==> src/verilog/arct_pkg.sv <==
// constants for the auto-reload/capture/baud timer
package arct_pkg;
  localparam int ADDR_W = 8;
  localparam logic [7:0] OFF_CONTROL = 8'hc8;
  localparam logic [7:0] OFF_COUNT_LOW = 8'hcc;
  localparam logic [7:0] OFF_COUNT_HIGH = 8'hd0;
  localparam logic [7:0] OFF_RELOAD_LOW = 8'hd4;
  localparam logic [7:0] OFF_RELOAD_HIGH = 8'hd8;
  localparam logic [7:0] OFF_SYSTEM = 8'hdc;
  localparam int BIT_CAP_RELOAD = 0;
  localparam int BIT_CLK_SRC = 1;
  localparam int BIT_RUN = 2;
  localparam int BIT_TRIG_EN = 3;
  localparam int BIT_TX_SEL = 4;
  localparam int BIT_RX_SEL = 5;
  localparam int BIT_EXT_FLAG = 6;
  localparam int BIT_OVF_FLAG = 7;
  localparam int BIT_POWER_DOWN = 0;
  localparam int BIT_SER_MODE_LO = 1;
  localparam int BIT_SER_MODE_HI = 2;
  localparam logic [7:0] CONTROL_RESET = 8'h00;
  localparam logic [15:0] COUNT_RESET = 16'h0000;
  localparam logic [15:0] RELOAD_RESET = 16'h0000;
  localparam logic [2:0] SYSTEM_RESET = 3'h0;
  localparam logic [3:0] PHASES_PER_CYCLE = 4'hc;
  localparam logic [3:0] PHASE_LAST = 4'hb;
  localparam logic [3:0] PHASE_S2 = 4'h2;
  localparam logic [3:0] PHASE_S3 = 4'h4;
  localparam logic [3:0] PHASE_S4 = 4'h6;
  localparam logic [3:0] PHASE_S5 = 4'h8;
endpackage

==> src/verilog/arct_fall_detect.sv <==
// pin falling-edge detector aligned to machine-cycle state phases
module arct_fall_detect #(
  parameter logic [3:0] PASS_PHASE = 4'h8,
  parameter logic [3:0] ISSUE_PHASE = 4'h4
) (
  input wire logic clk,
  input wire logic rstn,
  input wire logic pinLevel,
  input wire logic [3:0] phase,
  output logic eventPulse
);
  logic sync1_reg;
  logic sync2_reg;
  logic prev_reg;
  logic latch_reg;
  logic pass_reg;
  wire fallSeen = prev_reg & ~sync2_reg;
  wire atPass = (phase == PASS_PHASE);
  wire atIssue = (phase == ISSUE_PHASE);

  if (PASS_PHASE == ISSUE_PHASE || PASS_PHASE > arct_pkg::PHASE_LAST || ISSUE_PHASE > arct_pkg::PHASE_LAST) begin
    $error("pass and issue phases must differ and lie within one machine cycle");
  end

  always_ff @(posedge clk or negedge rstn) begin
    if (!rstn) begin
      sync1_reg <= 1'b1;
      sync2_reg <= 1'b1;
      prev_reg <= 1'b1;
    end else begin
      sync1_reg <= pinLevel;
      sync2_reg <= sync1_reg;
      prev_reg <= sync2_reg;
    end
  end

  // a fall arriving on the clearing phase is kept, not lost
  always_ff @(posedge clk or negedge rstn) begin
    if (!rstn) begin
      latch_reg <= 1'b0;
      pass_reg <= 1'b0;
      eventPulse <= 1'b0;
    end else begin
      latch_reg <= fallSeen | (latch_reg & ~(atIssue & pass_reg));
      if (atPass) begin
        pass_reg <= latch_reg;
      end else if (atIssue) begin
        pass_reg <= 1'b0;
      end
      eventPulse <= atIssue & pass_reg;
    end
  end
endmodule

==> src/verilog/arct_timer2.sv <==
// 16-bit auto-reload / capture / baud-rate timer with avalon-mm register slave
// Function
// - 16-bit counter as low and high byte, both readable and writable.
// - rate selects both zero and capture/reload select one gives capture mode.
// - any rate select forces baud mode; otherwise select zero gives auto-reload.
// - run control zero halts all counting; one enables it.
// - clock source select: zero internal clock, one synchronised count pin.
// - trigger enable zero ignores trigger pin falls; one lets them act.
// - auto-reload: carry or enabled trigger fall loads reload pair into counter.
// - capture: enabled trigger fall copies count into reload/capture pair.
// - auto-reload and capture: carry sets overflow flag, control bit 7.
// - any mode: enabled trigger fall sets external flag, control bit 6.
// - either flag requests timer interrupt; only software clears flags.
// - baud mode reloads on carry; carry goes to receiver/transmitter by select.
// - rate clocks used only in serial modes 1 and 3.
// - baud mode never sets overflow flag; trigger still sets external flag.
// - baud mode internal clock counts at half oscillator rate.
// - count pin fall latched, passed at phase five, counted at phase three.
// - trigger pin fall latched, passed at phase two, issued at phase four.
// - counting stops in the power-down mode that halts the oscillator.
//
// Design decision made here: the Avalon-MM register port.
module arct_timer2 (
  input wire logic clk,
  input wire logic rstn,
  input wire logic [7:0] avs_address,
  input wire logic avs_read,
  input wire logic avs_write,
  input wire logic [31:0] avs_writedata,
  input wire logic [3:0] avs_byteenable,
  output logic [31:0] avs_readdata,
  output logic avs_waitrequest,
  input wire logic countPin,
  input wire logic triggerPin,
  output logic timerIrq,
  output logic rxRateTick,
  output logic txRateTick
);
  logic [7:0] control_reg;
  logic [7:0] control_next;
  logic [15:0] count_reg;
  logic [15:0] count_next;
  logic [15:0] reload_reg;
  logic [15:0] reload_next;
  logic [2:0] system_reg;
  logic [3:0] phase_reg;
  logic countPinTick;
  logic triggerEvent;

  // one comparison shared by every register select
  function automatic logic hitAddr(input logic [7:0] addr, input logic [7:0] offset);
    return addr == offset;
  endfunction

  // bus decode
  wire request = avs_read | avs_write;
  wire accept = request & avs_waitrequest;
  wire writeNow = avs_write & ~avs_waitrequest & avs_byteenable[0];
  wire [7:0] wdata = avs_writedata[7:0];
  wire selControl = hitAddr(avs_address, arct_pkg::OFF_CONTROL);
  wire selCountLow = hitAddr(avs_address, arct_pkg::OFF_COUNT_LOW);
  wire selCountHigh = hitAddr(avs_address, arct_pkg::OFF_COUNT_HIGH);
  wire selReloadLow = hitAddr(avs_address, arct_pkg::OFF_RELOAD_LOW);
  wire selReloadHigh = hitAddr(avs_address, arct_pkg::OFF_RELOAD_HIGH);
  wire selSystem = hitAddr(avs_address, arct_pkg::OFF_SYSTEM);
  wire wrControl = writeNow & selControl;
  wire wrCountLow = writeNow & selCountLow;
  wire wrCountHigh = writeNow & selCountHigh;
  wire wrReloadLow = writeNow & selReloadLow;
  wire wrReloadHigh = writeNow & selReloadHigh;
  wire wrSystem = writeNow & selSystem;
  wire wrCount = wrCountLow | wrCountHigh;
  logic [7:0] readMux;

  always_comb begin
    if (selControl) begin
      readMux = control_reg;
    end else if (selCountLow) begin
      readMux = count_reg[7:0];
    end else if (selCountHigh) begin
      readMux = count_reg[15:8];
    end else if (selReloadLow) begin
      readMux = reload_reg[7:0];
    end else if (selReloadHigh) begin
      readMux = reload_reg[15:8];
    end else if (selSystem) begin
      readMux = {5'h00, system_reg};
    end else begin
      readMux = 8'h00;
    end
  end

  // one wait cycle per access, so read data always stand on a registered mux
  always_ff @(posedge clk or negedge rstn) begin
    if (!rstn) begin
      avs_waitrequest <= 1'b1;
      avs_readdata <= 32'h00000000;
    end else begin
      avs_waitrequest <= ~accept;
      if (accept) begin
        avs_readdata <= {24'h000000, readMux};
      end
    end
  end

  // mode and clock selection
  wire captureSel = control_reg[arct_pkg::BIT_CAP_RELOAD];
  wire clockSrcSel = control_reg[arct_pkg::BIT_CLK_SRC];
  wire runControl = control_reg[arct_pkg::BIT_RUN];
  wire triggerEnable = control_reg[arct_pkg::BIT_TRIG_EN];
  wire txSel = control_reg[arct_pkg::BIT_TX_SEL];
  wire rxSel = control_reg[arct_pkg::BIT_RX_SEL];
  wire extFlag = control_reg[arct_pkg::BIT_EXT_FLAG];
  wire ovfFlag = control_reg[arct_pkg::BIT_OVF_FLAG];
  wire powerDown = system_reg[arct_pkg::BIT_POWER_DOWN];
  wire serialOddMode = system_reg[arct_pkg::BIT_SER_MODE_LO];
  wire baudMode = rxSel | txSel;
  wire captureMode = ~baudMode & captureSel;
  wire reloadMode = ~baudMode & ~captureSel;
  wire running = runControl & ~powerDown;

  // machine-cycle phase: twelve oscillator periods, two per state phase
  always_ff @(posedge clk or negedge rstn) begin
    if (!rstn) begin
      phase_reg <= 4'h0;
    end else if (phase_reg == arct_pkg::PHASE_LAST) begin
      phase_reg <= 4'h0;
    end else begin
      phase_reg <= phase_reg + 4'h1;
    end
  end

  wire machineTick = (phase_reg == arct_pkg::PHASE_LAST);
  wire halfOscTick = phase_reg[0];
  wire internalTick = baudMode ? halfOscTick : machineTick;
  wire selTick = clockSrcSel ? countPinTick : internalTick;
  wire countStep = running & selTick;
  wire carry = countStep & (count_reg == 16'hffff);
  wire trigValid = triggerEvent & triggerEnable;
  wire reloadLoad = carry & ~captureMode | trigValid & reloadMode & running;
  wire captureLoad = trigValid & captureMode & running;

  arct_fall_detect #(
    .PASS_PHASE(arct_pkg::PHASE_S5),
    .ISSUE_PHASE(arct_pkg::PHASE_S3)
  ) countDetect (
    .clk(clk),
    .rstn(rstn),
    .pinLevel(countPin),
    .phase(phase_reg),
    .eventPulse(countPinTick)
  );

  arct_fall_detect #(
    .PASS_PHASE(arct_pkg::PHASE_S2),
    .ISSUE_PHASE(arct_pkg::PHASE_S4)
  ) triggerDetect (
    .clk(clk),
    .rstn(rstn),
    .pinLevel(triggerPin),
    .phase(phase_reg),
    .eventPulse(triggerEvent)
  );

  // counter: software byte write beats hardware for that byte
  always_comb begin
    count_next = count_reg;
    if (reloadLoad) begin
      count_next = reload_reg;
    end else if (countStep) begin
      count_next = count_reg + 16'h0001;
    end
    if (wrCountLow) begin
      count_next[7:0] = wdata;
    end
    if (wrCountHigh) begin
      count_next[15:8] = wdata;
    end
  end

  always_comb begin
    reload_next = reload_reg;
    if (captureLoad) begin
      reload_next = count_reg;
    end
    if (wrReloadLow) begin
      reload_next[7:0] = wdata;
    end
    if (wrReloadHigh) begin
      reload_next[15:8] = wdata;
    end
  end

  // flags: hardware set wins over a software clear in the same cycle
  always_comb begin
    control_next = control_reg;
    if (wrControl) begin
      control_next = wdata;
    end
    if (carry & ~baudMode) begin
      control_next[arct_pkg::BIT_OVF_FLAG] = 1'b1;
    end
    if (trigValid) begin
      control_next[arct_pkg::BIT_EXT_FLAG] = 1'b1;
    end
  end

  always_ff @(posedge clk or negedge rstn) begin
    if (!rstn) begin
      control_reg <= arct_pkg::CONTROL_RESET;
      count_reg <= arct_pkg::COUNT_RESET;
      reload_reg <= arct_pkg::RELOAD_RESET;
      system_reg <= arct_pkg::SYSTEM_RESET;
    end else begin
      control_reg <= control_next;
      count_reg <= count_next;
      reload_reg <= reload_next;
      if (wrSystem) begin
        system_reg <= wdata[2:0];
      end
    end
  end

  // outputs held in flops; rate ticks last one cycle per carry
  always_ff @(posedge clk or negedge rstn) begin
    if (!rstn) begin
      timerIrq <= 1'b0;
      rxRateTick <= 1'b0;
      txRateTick <= 1'b0;
    end else begin
      timerIrq <= ovfFlag | extFlag;
      rxRateTick <= carry & baudMode & rxSel & serialOddMode;
      txRateTick <= carry & baudMode & txSel & serialOddMode;
    end
  end

  // spacing of pin counts; saturates so a long gap never wraps into a false failure
  logic [3:0] countGap_reg;
  always_ff @(posedge clk or negedge rstn) begin
    if (!rstn) begin
      countGap_reg <= arct_pkg::PHASE_LAST;
    end else if (countPinTick) begin
      countGap_reg <= 4'h0;
    end else if (countGap_reg != arct_pkg::PHASE_LAST) begin
      countGap_reg <= countGap_reg + 4'h1;
    end
  end

  // same spacing watch for trigger events
  logic [3:0] trigGap_reg;
  always_ff @(posedge clk or negedge rstn) begin
    if (!rstn) begin
      trigGap_reg <= arct_pkg::PHASE_LAST;
    end else if (triggerEvent) begin
      trigGap_reg <= 4'h0;
    end else if (trigGap_reg != arct_pkg::PHASE_LAST) begin
      trigGap_reg <= trigGap_reg + 4'h1;
    end
  end
endmodule

==> config.mk <==
export PLATFORM = sky130hd
export DESIGN_NAME = arct_timer2
export DESIGN_NICKNAME = d
export VERILOG_FILES = /design/src/verilog/arct_pkg.sv /design/src/verilog/arct_fall_detect.sv /design/src/verilog/arct_timer2.sv
export SDC_FILE = /design/constraint.sdc
export NUM_CORES = 1
export LEC_CHECK = 0
export ABC_CLOCK_PERIOD_IN_PS = 4800
export BUFFER_PORTS_ARGS = -buffer_cell sky130_fd_sc_hd__buf_2
export CAP_MARGIN = 20
export CORE_MARGIN = 2
export CORE_UTILIZATION = 56
export CTS_BUF_LIST = sky130_fd_sc_hd__clkbuf_4 sky130_fd_sc_hd__clkbuf_8
export DETAILED_ROUTE_END_ITERATION = 10
export PLACE_DENSITY = 0.87
export SKIP_LAST_GASP = 1
export SYNTH_ARGS = -nofsm -noshare
export SYNTH_HDL_FRONTEND = slang
export SYNTH_SLANG_ARGS = --single-unit
==> constraint.sdc <==
create_clock -name clk -period 4.8 [get_ports clk]
set_clock_uncertainty 0.05 [all_clocks]
set_input_delay 0.72 -clock clk [delete_from_list [all_inputs] [get_ports clk]]
set_output_delay 0.72 -clock clk [all_outputs]
set_load 0.03 [all_outputs]
# Word-level counts from Yosys, hierarchy flattened
# Cells that the tools add are included.
dict set report word_totals {
  ff_bits 71
  out_inout_bits 36
  elab_cells 119
}
dict set report op_classes {
  n_addsub 2
  n_eq_ne 12
  n_mux 23
  n_bitwise 48
  n_reduce_logical 8
}
# operator n
set op_table {}
lappend op_table {{$mux W8} 10}
lappend op_table {{$eq A8 B8 Y1 const B} 6}
lappend op_table {{$mux W16} 3}
lappend op_table {{$and A1 B1 Y1} 32}
lappend op_table {{$add A16 B1 Y16 const B} 1}
lappend op_table {{$eq A16 B16 Y1 const B} 1}
lappend op_table {{$reduce_bool A2 Y1} 6}
lappend op_table {{$not A1 Y1} 10}
lappend op_table {{$eq A4 B3 Y1 const B} 2}
lappend op_table {{$eq A4 B4 Y1 const B} 2}
lappend op_table {{$mux W1} 8}
lappend op_table {{$or A1 B1 Y1} 6}
lappend op_table {{$reduce_bool A3 Y1} 2}
lappend op_table {{$add A4 B1 Y4 const B} 1}
lappend op_table {{$eq A4 B2 Y1 const B} 1}
lappend op_table {{$mux W4} 1}
lappend op_table {{$mux W3} 1}

# Logic depth before layout (Yosys ltp)
dict set report depth {
  depth_word 9
  mapped_depth 9
}

# By module
# A second synthesis with hierarchy kept.
dict set report hier_totals {
  cells_unflattened 423
  area_unflattened_um2 4090.2
}
# module n_inst cells_each area_per_inst_um2
set modules_own_cells {}
lappend modules_own_cells {arct_timer2 1 393 3653.5}
lappend modules_own_cells {{arct_fall_detect at countDetect} 1 16 222.7}
lappend modules_own_cells {{arct_fall_detect at triggerDetect} 1 14 214.0}

# Least setup slack after synthesis
# OpenSTA, ideal clock, no wires.
dict set report synth_path {
  path_type {input to register}
  from {in avs_address[1]}
  to {reg control_reg[7]}
  t_arrival_ps 2459
  required_time_ps 4632
  slack_ps 2173
  stages 6
  n_path_buf 0
  path_cell_list {or2_1 or3_4 nor4b_4 nand4b_4 mux2_4 a21o_1}
}
dict set report synth_between {
  elab_chain_cells 3
}
# item line
set synth_lines {}
lappend synth_lines {{start: declaration} arct_timer2.sv:26} ;# input wire logic [7:0] avs_address,
lappend synth_lines {{$eq A8 B8 Y1} arct_timer2.sv:52} ;# return addr == offset;
lappend synth_lines {{$and A1 B1 Y1} arct_timer2.sv:66} ;# wire wrControl = writeNow & selControl;
lappend synth_lines {{$reduce_bool A2 Y1 (no line)} --}
lappend synth_lines {{end signal: assignment} arct_timer2.sv:210} ;# control_reg <= arct_pkg::CONTROL_RESET;
lappend synth_lines {{end signal: assignment} arct_timer2.sv:215} ;# control_reg <= control_next;
lappend synth_lines {{end: declaration} arct_timer2.sv:39} ;# logic [7:0] control_reg;
# No other way between the ends.
# A chain may end at the register's enable or synchronous reset.

# Worst setup path after layout
dict set report layout_path {
  from {reg phase_reg[0]}
  to {reg count_reg[7]}
}
dict set report layout_between {
  elab_chain_cells 9
}
# item line
set layout_lines {}
lappend layout_lines {{start: declaration} arct_timer2.sv:46} ;# logic [3:0] phase_reg;
lappend layout_lines {{start signal: assignment} arct_timer2.sv:129} ;# phase_reg <= phase_reg + 4'h1;
lappend layout_lines {{$eq A4 B4 Y1} arct_timer2.sv:133} ;# wire machineTick = (phase_reg == arct_pkg::PHASE_LAST);
lappend layout_lines {{$mux W1 *} arct_timer2.sv:135} ;# wire internalTick = baudMode ? halfOscTick : machineTick;
lappend layout_lines {{$mux W1 *} arct_timer2.sv:136} ;# wire selTick = clockSrcSel ? countPinTick : internalTick;
lappend layout_lines {{$and A1 B1 Y1 *} arct_timer2.sv:137} ;# wire countStep = running & selTick;
lappend layout_lines {{$and A1 B1 Y1} arct_timer2.sv:138} ;# wire carry = countStep & (count_reg == 16'hffff);
lappend layout_lines {{$and A1 B1 Y1} arct_timer2.sv:140} ;# wire reloadLoad = carry & ~captureMode | trigValid & reloadMode & running;
lappend layout_lines {{$or A1 B1 Y1} arct_timer2.sv:140}
lappend layout_lines {{$mux W16} arct_timer2.sv:168} ;# if (reloadLoad) begin
lappend layout_lines {{$mux W8} arct_timer2.sv:173} ;# if (wrCountLow) begin
lappend layout_lines {{end signal: assignment} arct_timer2.sv:211} ;# count_reg <= arct_pkg::COUNT_RESET;
lappend layout_lines {{end signal: assignment} arct_timer2.sv:216} ;# count_reg <= count_next;
lappend layout_lines {{end: declaration} arct_timer2.sv:41} ;# logic [15:0] count_reg;
# Every way passes the cells marked *; elsewhere a longest branch is shown, timed or not.

==> reports/results.ini <==
[floorplan]
dieArea_um2 = 7812
start_util_pct = 58.37
ios = 86
fp.dieH_um = 88.39
fp-row-count = 30
die_w_um = 88.39
coreArea_um2 = 6832

[placement]
dpl.hpwl_um = 6840
pre_cts_slack_ns = 1.752
port_buffers = 34
gp_congestion = 0.9383
place_inst = 516
dpl_cell_area_um2 = 4106

[route]
vias_per_cell = 6.113
via_count = 3258
drcViolationCount = 0
drtIter0Drc = 401
drtAntennaViolNets = 0
drt_wl_total_um = 9962
wl_per_cell_um = 18.69
dr.pass1.iters = 5

[clock_network]
cts_resized = 0
cts_tree = yes
clock_sinks = 71
cts.clk_slew.worst_paths_ns = 0.08
htreeDepth = 3
clk_latency_ns = 0.36
cts_setup_buffers = 0
cts_hold_buf = 0
clock_path_buffers = 2
cts_buffers = 9
cts-root-buf = clkbuf_8

[logic_synthesis]
netlist-cell-type-count = 55
synthCells = 404
avgSynthCellArea_um2 = 9.870
ys_ff_latch = 71
yosysMostFrequentCell = dfrtp_1
netlist_top_cells_count = dfrtp_1 (64), nand2_1 (38), nor2_1 (37)
syn_area_um2 = 3988
synth_ff_type = dfrtp_1
synth_edf_count = 0
yosysTopAreaCellShare_pct = 40.16
ys_seq_area_share_pct = 44.78
yosysTopAreaCell = dfrtp_1
ys_top_cells_by_area = dfrtp_1 (40%), mux2i_1 (7.3%), buf_4 (4.7%)
yosysWarningCount = 0
async_reset_ff_share_pct = 100.0

[critical_path]
path_class = flop to flop
crit_arrival_ns = 3.24
start_kind = flop
end_kind = flop
path_max_fanout = 15
cp_data_required_time_ns = 4.96

[timing]
tns_ns = 0
hold_viol_final = 0
fin_crit_ns = 3.081
worst_pin_slew_ns = 1.077
setup-violations-final = 0
rsz0062_at_grt = false
worst_slew_margin_rel_pct = 27.64
max_freq_ghz = 0.3245
finalWorstSetupSlack_ns = 1.719
holdWs_ns = 0.2056
drv_slew = 0
period_share_pct = 64.19

[global_routing]
grt_pass1_vias = 3196
antenna_found_initial = 0
grt_pass1_wl_um = 16050
track_usage_pct = 27.45
grt_start_max_net_pins = 56
grt_overflow = 0

[power]
powerDensity_nw_per_um2 = 332.8
peakVddDrop_uv = 138.1
leakagePower_nw = 2.063

[job]
maxCapViolations = 0

[final_layout]
design_area_um2 = 4388
drive_gt1_share_pct = 18.76
diodes = 0
syn2layout_area_growth_pct = 10.04
fill_cells = 526
layout.cells.non_filler = 533
nets = 486

[run_status]
status = finished, final reports clean

[min_path]
hold_path.class = input pin to async pin

[layout make-up]
cell class / count / area, um2 / share of cell area, %
clock buffer: 11 / 145.1 / 3.308
clock inverter: 5 / 128.9 / 2.937
inverter: 13 / 48.80 / 1.112
multi-input combinational: 301 / 1974 / 45.00
sequential: 71 / 1785 / 40.69
tap: 96 / 120.1 / 2.737
timing repair buffer: 36 / 185.2 / 4.220
[critical path, stage by stage (launching register included)]
cell     delay [ns]
dfrtp_1        0.44
ha_1           0.26
and3b_1        0.21
or4_1          0.65
and3_1         0.39
o21ai_4        0.56
mux2i_1        0.28
o21ai_1        0.09
[cells in the final DEF, fill, tap and decap left out, drive strengths merged, types with 12 or more instances in the layout]
cell / synthesis / final
mux2i: 29 / 29
mux2: 12 / 12
nor2: 37 / 37
dfrtp: 64 / 64
nand2: 38 / 38
inv: 13 / 13
xnor2: 14 / 14
conb: 1 / 24
buf: 33 / 36
o21ai: 31 / 31
a21oi: 22 / 22
[final timing paths]
check                                                 from                                  to  slack (ns)  cells after the start
min in group clk           countDetect.sync1_reg$_DFF_PN1_     countDetect.sync2_reg$_DFF_PN1_        0.31                      0
max in group asynchronous                             rstn          reload_reg[13]$_DFFE_PN0P_        3.46                      2
max                                 phase_reg[0]$_DFF_PN0_            count_reg[7]$_DFFE_PN0P_        1.72                      7
min                                                   rstn  triggerDetect.pass_reg$_DFFE_PN0P_        0.21                      1
max reg2reg                         phase_reg[0]$_DFF_PN0_            count_reg[7]$_DFFE_PN0P_        1.72                      7
min reg2reg                countDetect.sync1_reg$_DFF_PN1_     countDetect.sync2_reg$_DFF_PN1_        0.31                      0
[per-stage QoR]
stage               util, %  power, mW
finish                64.23      1.460
global route          64.23      1.507
CTS                   64.12      1.460
detailed placement    60.11     0.8101
global placement      60.11     0.8067
floorplan                 -     0.7698
[logic make-up (layout without fill, tap and decap cells)]
kind of cell / count (synthesis) / after routing / share of synthesized area, %
compound gates: 80 / 80 / 12.74
xor+xnor: 15 / 15 / 3.295
fa+ha+maj: 4 / 4 / 1.255
buf+inv: 55 / 65 / 8.033
flops: 71 / 71 / 44.78
mux: 44 / 44 / 12.46
other cells: 1 / 24 / 0.09404
simple gates: 134 / 134 / 17.35
[power breakdown]
part	total, mW	switching (mW)	internal, mW	leakage [nW]
clock network	0.656	0.237	0.419	0.137
logic	0.157	0.107	0.0500	1.12
registers	0.647	0.0268	0.621	0.803
[layer usage]
metal / global-route usage [%] / wire length (um) / up-vias
met1: 35.42 / 3980 / 1567
met2: 43.88 / 4851 / 204
li1: - / - / 1446
met3: 6.903 / 805 / 41
met5: 0 / 0 / -
met4: 12.40 / 325 / 0
Power figures use the tool's default switching activity.
